**config.mk**
```make
export PLATFORM = sky130hd
export DESIGN_NAME = ptb_bridge
export DESIGN_NICKNAME = d
export VERILOG_FILES = /design/src/verilog/ptb_pkg.sv /design/src/verilog/ptb_bridge.sv /design/src/verilog/ptb_word_buf.sv
export SDC_FILE = /design/constraint.sdc
export NUM_CORES = 1
export LEC_CHECK = 0
export BUFFER_PORTS_ARGS = -buffer_cell sky130_fd_sc_hd__buf_2
export CAP_MARGIN = 20
export CORE_ASPECT_RATIO = 1.1
export CORE_MARGIN = 2
export CORE_UTILIZATION = 50
export CTS_CLUSTER_DIAMETER = 60
export DETAILED_ROUTE_END_ITERATION = 12
export GPL_TIMING_DRIVEN = 0
export PLACE_DENSITY = 0.77
export SLEW_MARGIN = 5
export SYNTH_ARGS = -nofsm -noshare
export SYNTH_HDL_FRONTEND = slang
export SYNTH_SLANG_ARGS = --single-unit
```
**constraint.sdc**
```tcl
create_clock -name mclk -period 3.51 [get_ports mclk]
set_clock_uncertainty 0.2 [all_clocks]
set_input_delay 0.702 -clock mclk [delete_from_list [all_inputs] [get_ports mclk]]
set_output_delay 0.702 -clock mclk [all_outputs]
set_load 0.03 [all_outputs]
```
**src/verilog/ptb_pkg.sv**
```systemverilog
// Purpose: shared constants and types for the pass-thru to host-port block bridge
// Assumes: single clock domain, all add-on inputs synchronous to mclk
// Notes:   host-port ready is the only asynchronous input
package ptb_pkg;

  // ---------------------------------------------------------------------------
  // widths and encodings
  // ---------------------------------------------------------------------------
  localparam int unsigned WORD_W       = 32;   // pass-thru data word
  localparam int unsigned HALF_W       = 16;   // host port data width
  localparam int unsigned BUF_DEPTH    = 2;    // read-data buffer entries
  localparam int unsigned SYNC_STAGES  = 2;    // ready synchroniser length
  localparam logic [1:0]  HOST_CNTL_AUTOINC = 2'h2;  // auto-increment data access
  localparam logic [1:0]  HOST_CNTL_RESET   = 2'h2;  // access select after reset

  // ---------------------------------------------------------------------------
  // clock figures
  // ---------------------------------------------------------------------------
  localparam int unsigned MCLK_PERIOD_NS = 50;  // mclk period
  localparam int unsigned MIN_GAP_NS     = 30;  // least spacing of control edges
  localparam int unsigned MIN_GAP_CYC    =
    (MIN_GAP_NS + MCLK_PERIOD_NS - 1) / MCLK_PERIOD_NS;  // rounds up, at least one

  // ---------------------------------------------------------------------------
  // host-port control pins, all registered
  // ---------------------------------------------------------------------------
  typedef struct packed {
    logic       select_n;   // host port select, active low
    logic       strobe_n;   // host data strobe, active low
    logic       halfword;   // halfword select, low = first
    logic       read;       // 1 = read, 0 = write
    logic [1:0] access;     // host access select
  } ptb_host_ctl_type;

  localparam ptb_host_ctl_type HOST_CTL_IDLE = '{select_n: 1'b1, strobe_n: 1'b1,
    halfword: 1'b0, read: 1'b1, access: HOST_CNTL_RESET};

  // ---------------------------------------------------------------------------
  // sampled pass-thru status
  // ---------------------------------------------------------------------------
  typedef struct packed {
    logic attention_n;  // pass-thru attention, low = pending transfer
    logic burst_last;   // high = one or no transfer left
    logic write;        // pass-thru write indicator
  } ptb_pt_stat_type;

endpackage : ptb_pkg

```
**src/verilog/ptb_bridge.sv**
```systemverilog
// Purpose: pass-thru sequential region to 16-bit host port bridge
// Assumes: add-on pass-thru inputs synchronous to mclk; host ready asynchronous
// Notes:   only the sequential block region is served; no address phase
//
// Functional notes
// [RULE1] sequential accesses force auto-increment access select
// [RULE2] host port reads advance address and prefetch
// [RULE3] host port writes advance address automatically
// [RULE4] software loads host address once first
// [RULE5] address strobe never asserted or released
// [RULE6] every region access targets host data register
// [RULE7] sample attention and burst after each word
// [RULE8] zero/zero: access next word immediately
// [RULE9] zero/one: perform exactly one final access
// [RULE10] one/zero: wait for attention low
// [RULE11] one/one: return idle, await attention
// [RULE12] write indicator chooses read or write
// [RULE13] reads follow single register read sequence
// [RULE14] writes follow single register write sequence
// [RULE15] state machine synchronous, one clock between edges
// [RULE16] each word moves as two halfwords
// [RULE17] software keeps accesses inside region
// [RULE18] wait on host ready, no fixed delay
// [RULE19] synchronise host ready before sampling it
// [RULE20] halfword select low then high, no wait
// [RULE21] pulse pass-thru ready after both halfwords
// [RULE22] reset: idle, selects, strobe, ready inactive
`timescale 1ns/1ps
module ptb_bridge (
  input  wire logic                     mclk,
  input  wire logic                     reset,
  // pass-thru side
  input  wire logic                     passthru_attention_n,
  input  wire logic                     passthru_burst_last,
  input  wire logic                     passthru_write_indicator,
  output logic                          passthru_address_strobe_n,
  output logic                          passthru_ready_out_n,
  input  wire logic [ptb_pkg::WORD_W-1:0] wr_word,
  output logic      [ptb_pkg::WORD_W-1:0] rd_word,
  output logic                          rd_word_valid,
  input  wire logic                     rd_word_ready,
  // host port side
  output ptb_pkg::ptb_host_ctl_type     host_ctl,
  input  wire logic                     host_port_ready_n,
  input  wire logic [ptb_pkg::HALF_W-1:0] host_data_in,
  output logic      [ptb_pkg::HALF_W-1:0] host_data_out,
  output logic                          host_data_oe_n
);
  import ptb_pkg::*;

  // ---------------------------------------------------------------------------
  // state and storage
  // ---------------------------------------------------------------------------
  typedef enum logic [3:0] {
    ST_IDLE, ST_SELECT, ST_HW1_SETUP, ST_HW1_STROBE, ST_HW2_SETUP,
    ST_HW2_STROBE, ST_HW2_END, ST_DONE, ST_DECIDE, ST_WAIT
  } ptb_state_type;

  ptb_state_type         state_q, state_d;   // sequencer state
  ptb_host_ctl_type      ctl_q, ctl_d;       // host control pins
  logic                  rdy_n_q, rdy_n_d;   // pass-thru ready, active low
  logic [HALF_W-1:0]     lo_q, lo_d;         // first halfword read back
  logic [HALF_W-1:0]     hdo_q, hdo_d;       // host data driven out
  logic                  oe_n_q, oe_n_d;     // host data enable, low = drive
  logic [WORD_W-1:0]     wr_q, wr_d;         // write word held for both halves
  logic                  is_wr_q, is_wr_d;   // current transfer is a write
  logic                  last_q, last_d;     // final transfer of a burst
  logic [1:0]            hold_q, hold_d;     // strobe cycles before ready is trusted
  logic                  push;               // hand read word to buffer
  logic                  buf_in_ready;       // buffer can take a word
  logic [SYNC_STAGES-1:0] host_port_ready_sync_q;       // ready synchroniser chain
  logic                  host_ready;         // synchronised ready, high = ready
  ptb_pt_stat_type       stat;               // sampled pass-thru status

  assign stat = '{attention_n: passthru_attention_n,
                  burst_last: passthru_burst_last,
                  write: passthru_write_indicator};

  // ---------------------------------------------------------------------------
  // ready synchroniser
  // ---------------------------------------------------------------------------
  // first stage feeds only the second; the sequencer reads the last stage
  always_ff @(posedge mclk or posedge reset) begin
    if (reset) begin
      host_port_ready_sync_q <= '1;
    end else begin
      host_port_ready_sync_q <= {host_port_ready_sync_q[SYNC_STAGES-2:0], host_port_ready_n};  // [RULE19]
    end
  end
  assign host_ready = ~host_port_ready_sync_q[SYNC_STAGES-1];

  // ---------------------------------------------------------------------------
  // sequencer next state
  // ---------------------------------------------------------------------------
  // every output changes on an mclk edge only, so edges sit a clock apart
  always_comb begin
    state_d = state_q;
    ctl_d   = ctl_q;
    rdy_n_d = 1'b1;
    lo_d    = lo_q;
    hdo_d   = hdo_q;
    oe_n_d  = oe_n_q;
    wr_d    = wr_q;
    is_wr_d = is_wr_q;
    last_d  = last_q;
    hold_d  = hold_q;
    push    = 1'b0;
    unique case (state_q)
      // idle until attention shows a region transfer
      ST_IDLE: begin
        last_d = 1'b0;
        if (!stat.attention_n) begin
          state_d = ST_SELECT;  // no address phase [RULE5] [RULE6]
        end
      end
      // enable host port and latch direction
      ST_SELECT: begin
        is_wr_d          = stat.write;  // [RULE12]
        wr_d             = wr_word;
        ctl_d.select_n   = 1'b0;
        ctl_d.read       = ~stat.write;
        ctl_d.access     = HOST_CNTL_AUTOINC;  // [RULE1] [RULE2] [RULE3]
        state_d          = ST_HW1_SETUP;
      end
      // first halfword setup
      ST_HW1_SETUP: begin
        ctl_d.halfword = 1'b0;  // [RULE20]
        hold_d         = 2'(SYNC_STAGES);  // ready seen now predates the strobe
        ctl_d.strobe_n = 1'b0;
        if (is_wr_q) begin
          hdo_d  = wr_q[HALF_W-1:0];  // [RULE14]
          oe_n_d = 1'b0;
        end
        state_d = ST_HW1_STROBE;
      end
      // hold strobe until the port reports ready; for the first cycles the
      // synchroniser still shows the ready level from before the strobe,
      // which would let a pending prefetch slip past unnoticed
      ST_HW1_STROBE: begin
        if (hold_q != 2'h0) begin
          hold_d = hold_q - 2'h1;  // [RULE19]
        end else if (host_ready) begin  // [RULE18] [RULE13]
          lo_d           = host_data_in;
          ctl_d.strobe_n = 1'b1;
          ctl_d.halfword = 1'b1;  // [RULE16]
          if (is_wr_q) begin
            hdo_d = wr_q[WORD_W-1:HALF_W];
          end
          state_d = ST_HW2_SETUP;
        end
      end
      // second halfword goes straight out, no ready check
      ST_HW2_SETUP: begin
        ctl_d.strobe_n = 1'b0;  // [RULE20]
        state_d        = ST_HW2_STROBE;
      end
      // end second halfword and capture the upper half
      ST_HW2_STROBE: begin
        ctl_d.strobe_n = 1'b1;
        oe_n_d         = 1'b1;
        state_d        = ST_HW2_END;
      end
      // read words wait here while the buffer is full
      ST_HW2_END: begin
        if (is_wr_q || buf_in_ready) begin
          push           = ~is_wr_q;
          ctl_d.select_n = 1'b1;
          rdy_n_d        = 1'b0;  // [RULE21]
          state_d        = ST_DONE;
        end
      end
      // controller sees ready this cycle
      ST_DONE: begin
        state_d = ST_DECIDE;
      end
      // choose the next action from attention and burst
      ST_DECIDE: begin
        if (last_q) begin
          state_d = ST_IDLE;
        end else if (!stat.attention_n) begin
          last_d  = stat.burst_last;  // [RULE7] [RULE9]
          state_d = ST_SELECT;        // [RULE8]
        end else if (!stat.burst_last) begin
          state_d = ST_WAIT;          // [RULE10]
        end else begin
          state_d = ST_IDLE;          // [RULE11]
        end
      end
      // burst continues, controller not yet ready
      ST_WAIT: begin
        if (!stat.attention_n) begin
          last_d  = stat.burst_last;
          state_d = ST_SELECT;  // [RULE10]
        end
      end
      default: begin
        state_d = ST_IDLE;
      end
    endcase
  end

  // ---------------------------------------------------------------------------
  // sequencer registers
  // ---------------------------------------------------------------------------
  always_ff @(posedge mclk or posedge reset) begin  // [RULE15]
    if (reset) begin
      state_q <= ST_IDLE;  // [RULE22]
      ctl_q   <= HOST_CTL_IDLE;
      rdy_n_q <= 1'b1;
      lo_q    <= '0;
      hdo_q   <= '0;
      oe_n_q  <= 1'b1;
      wr_q    <= '0;
      is_wr_q <= 1'b0;
      last_q  <= 1'b0;
      hold_q  <= '0;
    end else begin
      state_q <= state_d;
      ctl_q   <= ctl_d;
      rdy_n_q <= rdy_n_d;
      lo_q    <= lo_d;
      hdo_q   <= hdo_d;
      oe_n_q  <= oe_n_d;
      wr_q    <= wr_d;
      is_wr_q <= is_wr_d;
      last_q  <= last_d;
      hold_q  <= hold_d;
    end
  end

  // ---------------------------------------------------------------------------
  // read word buffer
  // ---------------------------------------------------------------------------
  // upper half is on the host bus during ST_HW2_END's entry edge
  logic [HALF_W-1:0] hi_q;  // second halfword read back
  always_ff @(posedge mclk or posedge reset) begin
    if (reset) begin
      hi_q <= '0;
    end else if (state_q == ST_HW2_STROBE) begin
      hi_q <= host_data_in;
    end
  end

  ptb_word_buf #(.WIDTH(WORD_W), .DEPTH(BUF_DEPTH)) u_buf (
    .mclk      (mclk),
    .reset     (reset),
    .in_data   ({hi_q, lo_q}),
    .in_valid  (push),
    .in_ready  (buf_in_ready),
    .out_data  (rd_word),
    .out_valid (rd_word_valid),
    .out_ready (rd_word_ready)
  );

  // ---------------------------------------------------------------------------
  // outputs
  // ---------------------------------------------------------------------------
  assign passthru_address_strobe_n = 1'b1;  // [RULE5]
  assign passthru_ready_out_n      = rdy_n_q;
  assign host_ctl                  = ctl_q;
  assign host_data_out             = hdo_q;
  assign host_data_oe_n            = oe_n_q;
endmodule : ptb_bridge

```
**src/verilog/ptb_word_buf.sv**
```systemverilog
// Purpose: small valid/ready buffer for assembled read words
// Assumes: depth is a power of two
// Notes:   full and empty come straight from the occupancy count
`timescale 1ns/1ps
module ptb_word_buf #(
  parameter int unsigned WIDTH = 32,
  parameter int unsigned DEPTH = 2
) (
  input  wire logic             mclk,
  input  wire logic             reset,
  input  wire logic [WIDTH-1:0] in_data,
  input  wire logic             in_valid,
  output logic                  in_ready,
  output logic      [WIDTH-1:0] out_data,
  output logic                  out_valid,
  input  wire logic             out_ready
);
  import ptb_pkg::*;

  localparam int unsigned PW = (DEPTH > 1) ? $clog2(DEPTH) : 1;

  logic [WIDTH-1:0] mem_q [DEPTH];   // storage
  logic [PW-1:0]    wp_q, wp_d;      // write pointer
  logic [PW-1:0]    rp_q, rp_d;      // read pointer
  logic [PW:0]      cnt_q, cnt_d;    // occupancy
  logic             push, pop;

  // ---------------------------------------------------------------------------
  // pointer and count update
  // ---------------------------------------------------------------------------
  assign in_ready  = (cnt_q != (PW+1)'(DEPTH));  // full refuses, even while popping
  assign out_valid = (cnt_q != '0);
  assign out_data  = mem_q[rp_q];
  assign push      = in_valid & in_ready;
  assign pop       = out_valid & out_ready;

  always_comb begin
    wp_d  = push ? wp_q + PW'(1) : wp_q;
    rp_d  = pop ? rp_q + PW'(1) : rp_q;
    cnt_d = cnt_q + (PW+1)'(push) - (PW+1)'(pop);
  end

  always_ff @(posedge mclk or posedge reset) begin
    if (reset) begin
      wp_q  <= '0;
      rp_q  <= '0;
      cnt_q <= '0;
    end else begin
      wp_q  <= wp_d;
      rp_q  <= rp_d;
      cnt_q <= cnt_d;
    end
  end

  // storage has no reset; only valid entries are ever read out
  always_ff @(posedge mclk) begin
    if (push) begin
      mem_q[wp_q] <= in_data;
    end
  end

endmodule : ptb_word_buf

```
==> summary.md, run 1 <==
| Metric | Value |
|---|---|
| Status | `completed` |
| Tmin final | `3.09 ns` |
| Largest net degree at the start of global routing | `67` |
| Initial core utilization | `just over 50%` |
| Max incr delay on CP | `0.58 ns` |
| Longest Clk Path Bufs | `2` |
| Critical Path RT | `about 2.6 ns` |
| Post-DP Area | `~0.0075 mm2` |
| Post-layout utilization of the core | `about three fifths` |
| Synth area leaders | `dfrtp_1, edfxtp_1, mux2_2` |
| CP cell instances | `clkbuf_1 > clkbuf_1 > mux2_2 > buf_2` |
| Yosys top cell area share | `a little over a third` |
| Yosys cell types | `46` |
| Syn_area_per_cell | `16.9 um2` |
| Register area share after synthesis | `approximately two thirds` |
| Global placer's final weighted congestion | `between 0.7 and 0.8` |
| Max_cap viols | `0` |
| Post-synth top area cell | `dfrtp_1` |
| Slew HR | `between 40% and 50%` |
| Via density | `approximately 5.3` |
| Peak VDD IR | `about 550 uV` |
| Core area | `roughly 0.013 mm2` |
| Final ANT Viol Nets | `0` |
| Final setup vio count | `0` |
| Total grt overflow | `0` |
| CTS Hold Bufs | `0` |
| Number of synthesized flops with an enable pin | `64` |
| Initial antenna violation count | `0` |
| Root Driver | `clkbuf_16` |
| Hold Path Class | `primary input to asynchronous set/reset pin` |
| CP Capture Type | `primary output` |
| Worst-Skew Late Latency | `around 0.42 ns` |
| Total GRT Usage | `between 10% and 20%` |
| Num CTS Buffers | `17` |
| Cts repair resizes | `0` |
| Max Clock Freq | `approximately 320 MHz` |
| Ys Warns | `0` |
| Residual DRC | `0` |
| DIE AREA | `around 0.014 mm2` |
| #FFs+latches synth | `164` |
| Setup bufs post-CTS | `0` |
| Clk sinks | `about 160` |
| First-pass DRT Iterations | `4` |
| Reg clk slew, reported paths | `roughly 0.060 ns` |
| TritonCTS clock tree | `built` |
| Cells after Synth | `about 400` |
| Max FO, Critical Path | `10` |
| Most frequent cells in the layout | `buf_2, mux2_2, dfrtp_1, edfxtp_1, mux2_4` |
| Crit start category | `flop` |
| Initial DRC Count | `around 150` |
| Die width | `114 um` |
| Arr. time, crit path | `~2.2 ns` |
| Die Ht | `125 um` |
| CP Class | `flop to primary output` |
| Via count | `about 3700` |
| Worst path most repeated cell | `clkbuf_1` |
| Final Non-Filler Cells | `698` |
| Fraction of layout cells with a size suffix above 1 | `~57%` |
| Fin area | `between 0.008 and 0.009 mm2` |
| N_diodes | `0` |
| Primary FF master, synth | `dfrtp_1` |
| FFs w/ async S/R, synth | `approximately three fifths` |
| Crit share post-route | `between 80% and 90%` |
| Hpwl dp | `a little over 8000 um` |
| Placed insts | `between 600 and 700` |
| Crit-path slowest cell | `clkbuf_1` |
| Most common cell after layout, fill and taps aside | `buf_2` |
| Layout Nets | `a little under 600` |
| H-Tree Depth | `4` |
| Input/output buffers | `109` |
| Synthesized area | `about 0.0066 mm2` |
| Slew Viols, Final | `0` |
| Unrepaired setup endpoints after global routing | `no` |
| Routed WL per cell | `~18 um` |
| Slew @ Worst Pin | `a little over 0.8 ns` |
| Final WL | `12200 um` |
| P_leak | `~3.4 nW` |
| PwrDens | `around 950 mW/mm2` |
| Flop2flop setup slack | `approximately 0.85 ns` |
| Final hold vios | `0` |
| IO Count | `between 100 and 150` |
| First-pass GRT wire length | `about 20000 um` |
| Post-synthesis to final-layout area growth | `20.9%` |
| Vias in the first global route | `slightly below 4000` |
| Core Rows | `44` |
| Reg2Reg Depth | `3` |
==> power breakdown <==
group          switching [mW]  internal, mW  total (mW)
registers               0.345          2.70        3.05
clock network           0.732          1.06        1.80
logic                    1.43          1.36        2.79
total                    2.50          5.13        7.63
==> per-layer routing <==
metal / vias to the layer above / track usage [%] / part of all wire (%)
li1: 1694 / - / -
met1: 1886 / 20.5 / 40
met2: 91 / 31.9 / 52
met3: 17 / 6.30 / 6.1
met4: 0 / 6.67 / 1.6
met5: - / 0 / 0
==> cell type report <==
class | instances | area (um2)
plain buffers | 23 | 146
clock buffers | 19 | 443
clock inverters | 13 | 134
fillers | 989 | 5070
inverters | 9 | 36.3
multi-input cells | 198 | 2050
flip-flops and latches | 164 | 4430
well taps | 161 | 201
repair buffers | 111 | 593
==> stage by stage <==
| step | hold slack [ns] | total power [mW] | setup TNS (ns) | setup slack (ns) |
|---|---|---|---|---|
| 2_1_floorplan | 0.145 | 5.19 | 0 | 0.000805 |
| 3_3_place_gp | 0.147 | 5.74 | -124.96 | -1.15 |
| 3_5_place_dp | 0.147 | 5.89 | 0 | 0.845 |
| 4_1_cts | 0.117 | 7.72 | 0 | 0.374 |
| 5_1_grt | 0.143 | 8.03 | 0 | 0.288 |
| 6_report | 0.101 | 7.63 | 0 | 0.423 |
==> cell usage after synthesis (all sizes together), types with 2 or more instances <==
master and count:
mux2 129, dfrtp 93, edfxtp 64, buf 16, inv 9, a21oi 7
clkbuf 7, dfstp 7, nor2 5, nand2 4, o21ai 4, or3b 4
ha 3, nand2b 3, nor2b 3, xor2 3, and2 2, conb 2
nor3 2, nor4 2, o31ai 2, or2 2, xnor2 2
==> registers in the layout (all words and copies together) (netlist names) <==
register                flops
host_port_ready_sync_q      2
wr_q                       32
u_buf.mem_q                64
last_q                      1
u_buf.cnt_q                 2
host_ctl                    4
lo_q                       16
u_buf.wp_q                  1
is_wr_q                     1
host_data_out              16
state_q                     4
hi_q                       16
u_buf.rp_q                  1
passthru_ready_out_n        1
host_data_oe_n              1
hold_q                      2
==> critical path, delay by kind of cell, from the launching register on <==
| kind | cells | cell delay (ns) |
|---|---|---|
| buffers and inverters | 3 | 1.03 |
| flip-flops | 1 | 0.32 |
| multiplexers | 1 | 0.42 |
==> cells by family (layout without fill, tap and decap cells) <==
| family | after synthesis | after routing | share of synthesized area, % |
|---|---|---|---|
| XOR/XNOR | 5 | 5 | 0.659 |
| other | 2 | 3 | 0.113 |
| adder cells (fa/ha/maj) | 3 | 3 | 0.565 |
| multiplexers | 130 | 130 | 23.1 |
| AO/OA/AOI/OAI | 23 | 23 | 2.47 |
| AND/OR/NAND/NOR | 34 | 34 | 3.67 |
| flip-flops | 164 | 164 | 66.7 |
| buffers and inverters | 32 | 175 | 2.71 |
==> worst paths after layout <==
| kind | startpoint | to |
|---|---|---|
| max | u_buf.rp_q | rd_word[13] |
| min | reset | hi_q[4] |
| max reg2reg | state_q[3] | u_buf.mem_q[1][1] |
| min reg2reg | host_port_ready_sync_q[0] | host_port_ready_sync_q[1] |
| max in group asynchronous | reset | host_ctl[5] |
| min in group mclk | host_port_ready_sync_q[0] | host_port_ready_sync_q[1] |
Note: power is estimated with default switching activity, not from simulation.
==> run 2: changes to the inputs <==
Settings changed: CTS_BUF_LIST set to sky130_fd_sc_hd__clkbuf_8 sky130_fd_sc_hd__clkbuf_16.
==> run 2 against run 1 <==
Against the previous run: design area unchanged; worst hold slack worse by 0.00085 ns; critical path depth unchanged; via count is 0.14% higher; highest routed layer unchanged; non-clock buffer count unchanged; first-iteration DRC count unchanged; power is essentially flat.
==> summary.md, run 2 (same netlist as run 1, synthesis figures left out) <==
| Metric | Value |
|---|---|
| Status | `completed` |
| Fillers | `989` |
| Most frequent cells in the layout | `buf_2, mux2_2, dfrtp_1, edfxtp_1, mux2_4` |
| Final setup vio count | `0` |
| Post-layout utilization of the core | `approximately three fifths` |
| Via count | `~3700` |
| H-Tree Depth | `4` |
| Crit start category | `flop` |
| First-pass DRT Iterations | `4` |
| Final hold vios | `0` |
| Biggest regs | `u_buf.mem_q (64), wr_q (32)` |
| Max FFs per register | `64` |
| Routed WL per cell | `~18 um` |
| Slew HR | `46.0%` |
| Met2 Use GR | `about a third` |
| Longest Clk Path Bufs | `2` |
| Via density | `between 5 and 6` |
| Global-route met1 utilization | `between 20% and 30%` |
| Most used routing layer | `met2` |
| Initial antenna violation count | `0` |
| Layout Nets | `between 500 and 600` |
| Fraction of layout cells with a size suffix above 1 | `between 50% and 60%` |
| Max incr delay on CP | `0.58 ns` |
| P_leak | `3.42 nW` |
| CP Capture Type | `primary output` |
| Largest net degree at the start of global routing | `67` |
| Core Rows | `44` |
| Max FO, Critical Path | `10` |
| Worst-Skew Late Latency | `between 0.4 and 0.5 ns` |
| N_diodes | `0` |
| Clk sinks | `roughly 160` |
| CTS Hold Bufs | `0` |
| Max_cap viols | `0` |
| Final Worst Setup Slack | `0.426 ns` |
| Peak VDD IR | `about 550 uV` |
| Input/output buffers | `between 100 and 150` |
| Reg2Reg Depth | `3` |
| Reg clk slew, reported paths | `0.06 ns` |
| CP cell instances | `clkbuf_1 > clkbuf_1 > mux2_2 > buf_2` |
| Crit-path slowest cell | `clkbuf_1` |
| Crit share post-route | `between 80 and 90%` |
| Arr. time, crit path | `about 2.2 ns` |
| Reg with most FFs | `u_buf.mem_q` |
| Setup bufs post-CTS | `0` |
| CP Class | `flop to primary output` |
| Initial DRC Count | `~150` |
| Final ANT Viol Nets | `0` |
| Met3 usage | `6.30%` |
| Slew @ Worst Pin | `slightly above 0.8 ns` |
| Most common cell after layout, fill and taps aside | `buf_2` |
| PwrDens | `950 mW/mm2` |
| Pwr Total | `~7.6 mW` |
| Global placer's final weighted congestion | `0.760` |
| Unrepaired setup endpoints after global routing | `no` |
| First-pass GRT wire length | `slightly below 20000 um` |
| Root Driver | `clkbuf_16` |
| Critical Path RT | `2.61 ns` |
| DIE AREA | `0.0142 mm2` |
| Residual DRC | `0` |
| Total grt overflow | `0` |
| TritonCTS clock tree | `built` |
| Hpwl dp | `about 8000 um` |
| Final TNS setup | `0 ns` |
| Hold_ws | `~0.10 ns` |
| Vias in the first global route | `3950` |
| Cts repair resizes | `0` |
| Total GRT Usage | `between 10% and 20%` |
| Max Clock Freq | `between 300 and 400 MHz` |
| Initial core utilization | `roughly half` |
| Die width | `around 110 um` |
| Tmin final | `between 3 and 4 ns` |
| Slew Viols, Final | `0` |
| Hold Path Class | `primary input to asynchronous set/reset pin` |
| Worst path most repeated cell | `clkbuf_1` |
| Num CTS Buffers | `17` |
| Core area | `~0.013 mm2` |
| Post-synthesis to final-layout area growth | `20.9%` |
| Final WL | `12200 um` |
| Dpl ws | `around 0.85 ns` |
| IO Count | `around 110` |
| Die Ht | `around 120 um` |
==> run 2: critical path: cells and delay by family (launching register included) <==
family	cells	cell delay (ns)
buf+inv	3	1.02
mux	1	0.42
flops	1	0.32
==> run 2: cell type report <==
cell class	instances	area (um2)	area share, %
Multi-Input combinational cell	198	2050	25.5
Sequential cell	164	4430	55.2
Clock buffer	18	439	5.47
Clock inverter	14	138	1.71
Tap cell	161	201	2.51
Inverter	9	36.3	0.452
Timing Repair Buffer	111	593	7.38
Buffer	23	146	1.82
==> run 2: final timing paths <==
kind,from,end,slack (ns)
min in group mclk,host_port_ready_sync_q[0],host_port_ready_sync_q[1],0.16
max in group asynchronous,reset,host_ctl[5],2.29
max,u_buf.rp_q,rd_word[15],0.43
min,reset,hi_q[4],0.1
min reg2reg,host_port_ready_sync_q[0],host_port_ready_sync_q[1],0.16
max reg2reg,state_q[3],u_buf.mem_q[1][1],0.85
==> run 2: layer usage <==
layer / vias to the layer above / part of all wire (%)
met2: 104 / 52
met1: 1880 / 40
li1: 1692 / -
met4: 0 / 1.7
met5: - / 0
met3: 17 / 6.4
==> run 2: stage by stage <==
stage          area (um2)  instances
3_5_place_dp         7460        666
6_report             8030        698
3_3_place_gp         7400        664
5_1_grt              8030        698
2_1_floorplan        6650        394
4_1_cts              8030        698
==> run 2: report_power, final <==
| part | switching, mW | internal, mW |
|---|---|---|
| combinational | 1.43 | 1.36 |
| clock | 0.733 | 1.06 |
| sequential | 0.345 | 2.70 |
| total | 2.51 | 5.13 |
==> run 3: changes to the inputs <==
==> constraint.sdc (replaced) <==
create_clock -name mclk -period 3.51 [get_ports mclk]
set_clock_uncertainty 0.2 [all_clocks]
set_input_delay 0.5265 -clock mclk [delete_from_list [all_inputs] [get_ports mclk]]
set_output_delay 0.5265 -clock mclk [all_outputs]
set_load 0.03 [all_outputs]
==> run 3 against run 2 <==
Against the previous run: clock power hardly changed; combinational power hardly changed; sequential power hardly changed; core utilization is 0.15 points higher; fmax is 6.4% higher; register-to-register slack hardly changed; design area is 0.25% higher; critical endpoint is now rd_word[6].
==> summary.md, run 3 (same netlist as run 1, synthesis figures left out) <==
| Metric | Value |
|---|---|
| Crit share post-route | `between 80% and 90%` |
| Pwr Total | `around 7.6 mW` |
| Slew Viols, Final | `0` |
| Unrepaired setup endpoints after global routing | `no` |
| Final Non-Filler Cells | `700` |
| Hold_ws | `0.0809 ns` |
| Reg2reg start | `state_q[3]` |
| Core area | `0.0131 mm2` |
| Flop2flop setup slack | `between 0.8 and 0.9 ns` |
| Via density | `~5.3` |
| Reg2Reg Depth | `3` |
| Max FO, Critical Path | `10` |
| Final ANT Viol Nets | `0` |
| First-pass DRT Iterations | `4` |
| Final setup vio count | `0` |
| Hpwl dp | `about 8000 um` |
| Max FFs per register | `64` |
| Worst-Skew Late Latency | `roughly 0.42 ns` |
| Critical Path RT | `between 2 and 3 ns` |
| Routed WL per cell | `between 15 and 20 um` |
| Slew HR | `between 40% and 50%` |
| P_leak | `3.43 nW` |
| Setup bufs post-CTS | `0` |
| Hold Path Class | `primary input to flop` |
| PwrDens | `roughly 950 mW/mm2` |
| Initial DRC Count | `159` |
| DIE AREA | `roughly 0.014 mm2` |
| Vias in the first global route | `3961` |
| Reg with most FFs | `u_buf.mem_q` |
| Input/output buffers | `around 110` |
| Global placer's final weighted congestion | `between 0.7 and 0.8` |
| Status | `completed` |
| Via count | `around 3700` |
| Total GRT Usage | `18.2%` |
| Residual DRC | `0` |
| Fin area | `roughly 0.0081 mm2` |
| Final hold vios | `0` |
| Initial core utilization | `50.7%` |
| Reg clk slew, reported paths | `0.06 ns` |
| Final TNS setup | `0 ns` |
| Max_cap viols | `0` |
| Multi-input combinational cell area | `about 0.0020 mm2` |
| Most frequent cells in the layout | `buf_2, mux2_2, dfrtp_1, edfxtp_1, mux2_4` |
| Layout Nets | `584` |
| Fillers | `between 900 and 1000` |
| TritonCTS clock tree | `built` |
| Biggest regs | `u_buf.mem_q (64), wr_q (32)` |
| Hold Path Sink | `host_ctl[2]` |
| CP Capture Type | `primary output` |
| Crit start category | `flop` |
| Arr. time, crit path | `about 2.2 ns` |
| Die Ht | `~120 um` |
| Root Driver | `clkbuf_16` |
| First-pass GRT wire length | `19800 um` |
| Post-layout utilization of the core | `about three fifths` |
| Largest net degree at the start of global routing | `67` |
| Register area | `0.00443 mm2` |
| Tmin final | `a little under 3 ns` |
| Most common cell after layout, fill and taps aside | `buf_2` |
| Max Clock Freq | `about 340 MHz` |
| WHS Path Cells | `2` |
| IO Count | `between 100 and 150` |
| Dpl ws | `~0.86 ns` |
| Post-DP Area | `roughly 0.0075 mm2` |
| Slew @ Worst Pin | `0.799 ns` |
| Total grt overflow | `0` |
| Longest Clk Path Bufs | `2` |
| H-Tree Depth | `4` |
| Placed insts | `666` |
| Final WL | `roughly 12000 um` |
| Final Worst Setup Slack | `approximately 0.61 ns` |
| CP Class | `flop to primary output` |
| Post-synthesis to final-layout area growth | `21.2%` |
| Min-delay src | `passthru_write_indicator` |
| Peak VDD IR | `around 550 uV` |
| N_diodes | `0` |
| Reg2Reg Capture Point | `u_buf.mem_q[1][1]` |
| Fraction of layout cells with a size suffix above 1 | `between 50% and 60%` |
| Die width | `114 um` |
| Initial antenna violation count | `0` |
| Core Rows | `44` |
| Num CTS Buffers | `17` |
| Clk sinks | `roughly 160` |
## run 3: worst max-delay path by stage
stage          slack (ns)                end        from
3_5_place_dp         0.86  u_buf.mem_q[1][5]  state_q[3]
3_3_place_gp        -0.98          hold_q[0]       reset
6_report             0.61         rd_word[6]  u_buf.rp_q
4_1_cts              0.55        rd_word[15]  u_buf.rp_q
2_1_floorplan        0.18            hi_q[0]       reset
5_1_grt              0.46        rd_word[15]  u_buf.rp_q
## run 3: worst max-delay path: stages (launching register included)
cell and delay [ns]:
dfrtp_1 0.32, clkbuf_1 0.26, clkbuf_1 0.57, mux2_2 0.42
buf_2 0.18
## run 3: per-layer routing
layer	routed length (um)	vias to the layer above	part of all wire, %	global-route usage [%]
met5	0	-	0	0
met4	183	0	1.5	6.67
met3	760	15	6.2	6.30
met2	6340	97	52	31.9
met1	4940	1884	40	20.5
li1	-	1696	-	-
## run 3: layout make-up
type	instances	share of cell area, %
clock buffer	18	5.45
sequential	164	55.0
timing repair buffer	113	7.61
multi-input combinational	198	25.4
clock inverter	14	1.71
tap	161	2.50
buffer	23	1.82
inverter	9	0.451
## run 3: timing repair
action	4_1_cts	5_1_grt
hold buffers	2	0
resized for setup	0	0
hold endpoints to repair	35	0
## run 3: where the power goes
group / switching (mW) / internal, mW / total, mW
clock network: 0.731 / 1.06 / 1.79
logic: 1.43 / 1.36 / 2.79
registers: 0.344 / 2.70 / 3.05
total: 2.50 / 5.13 / 7.63
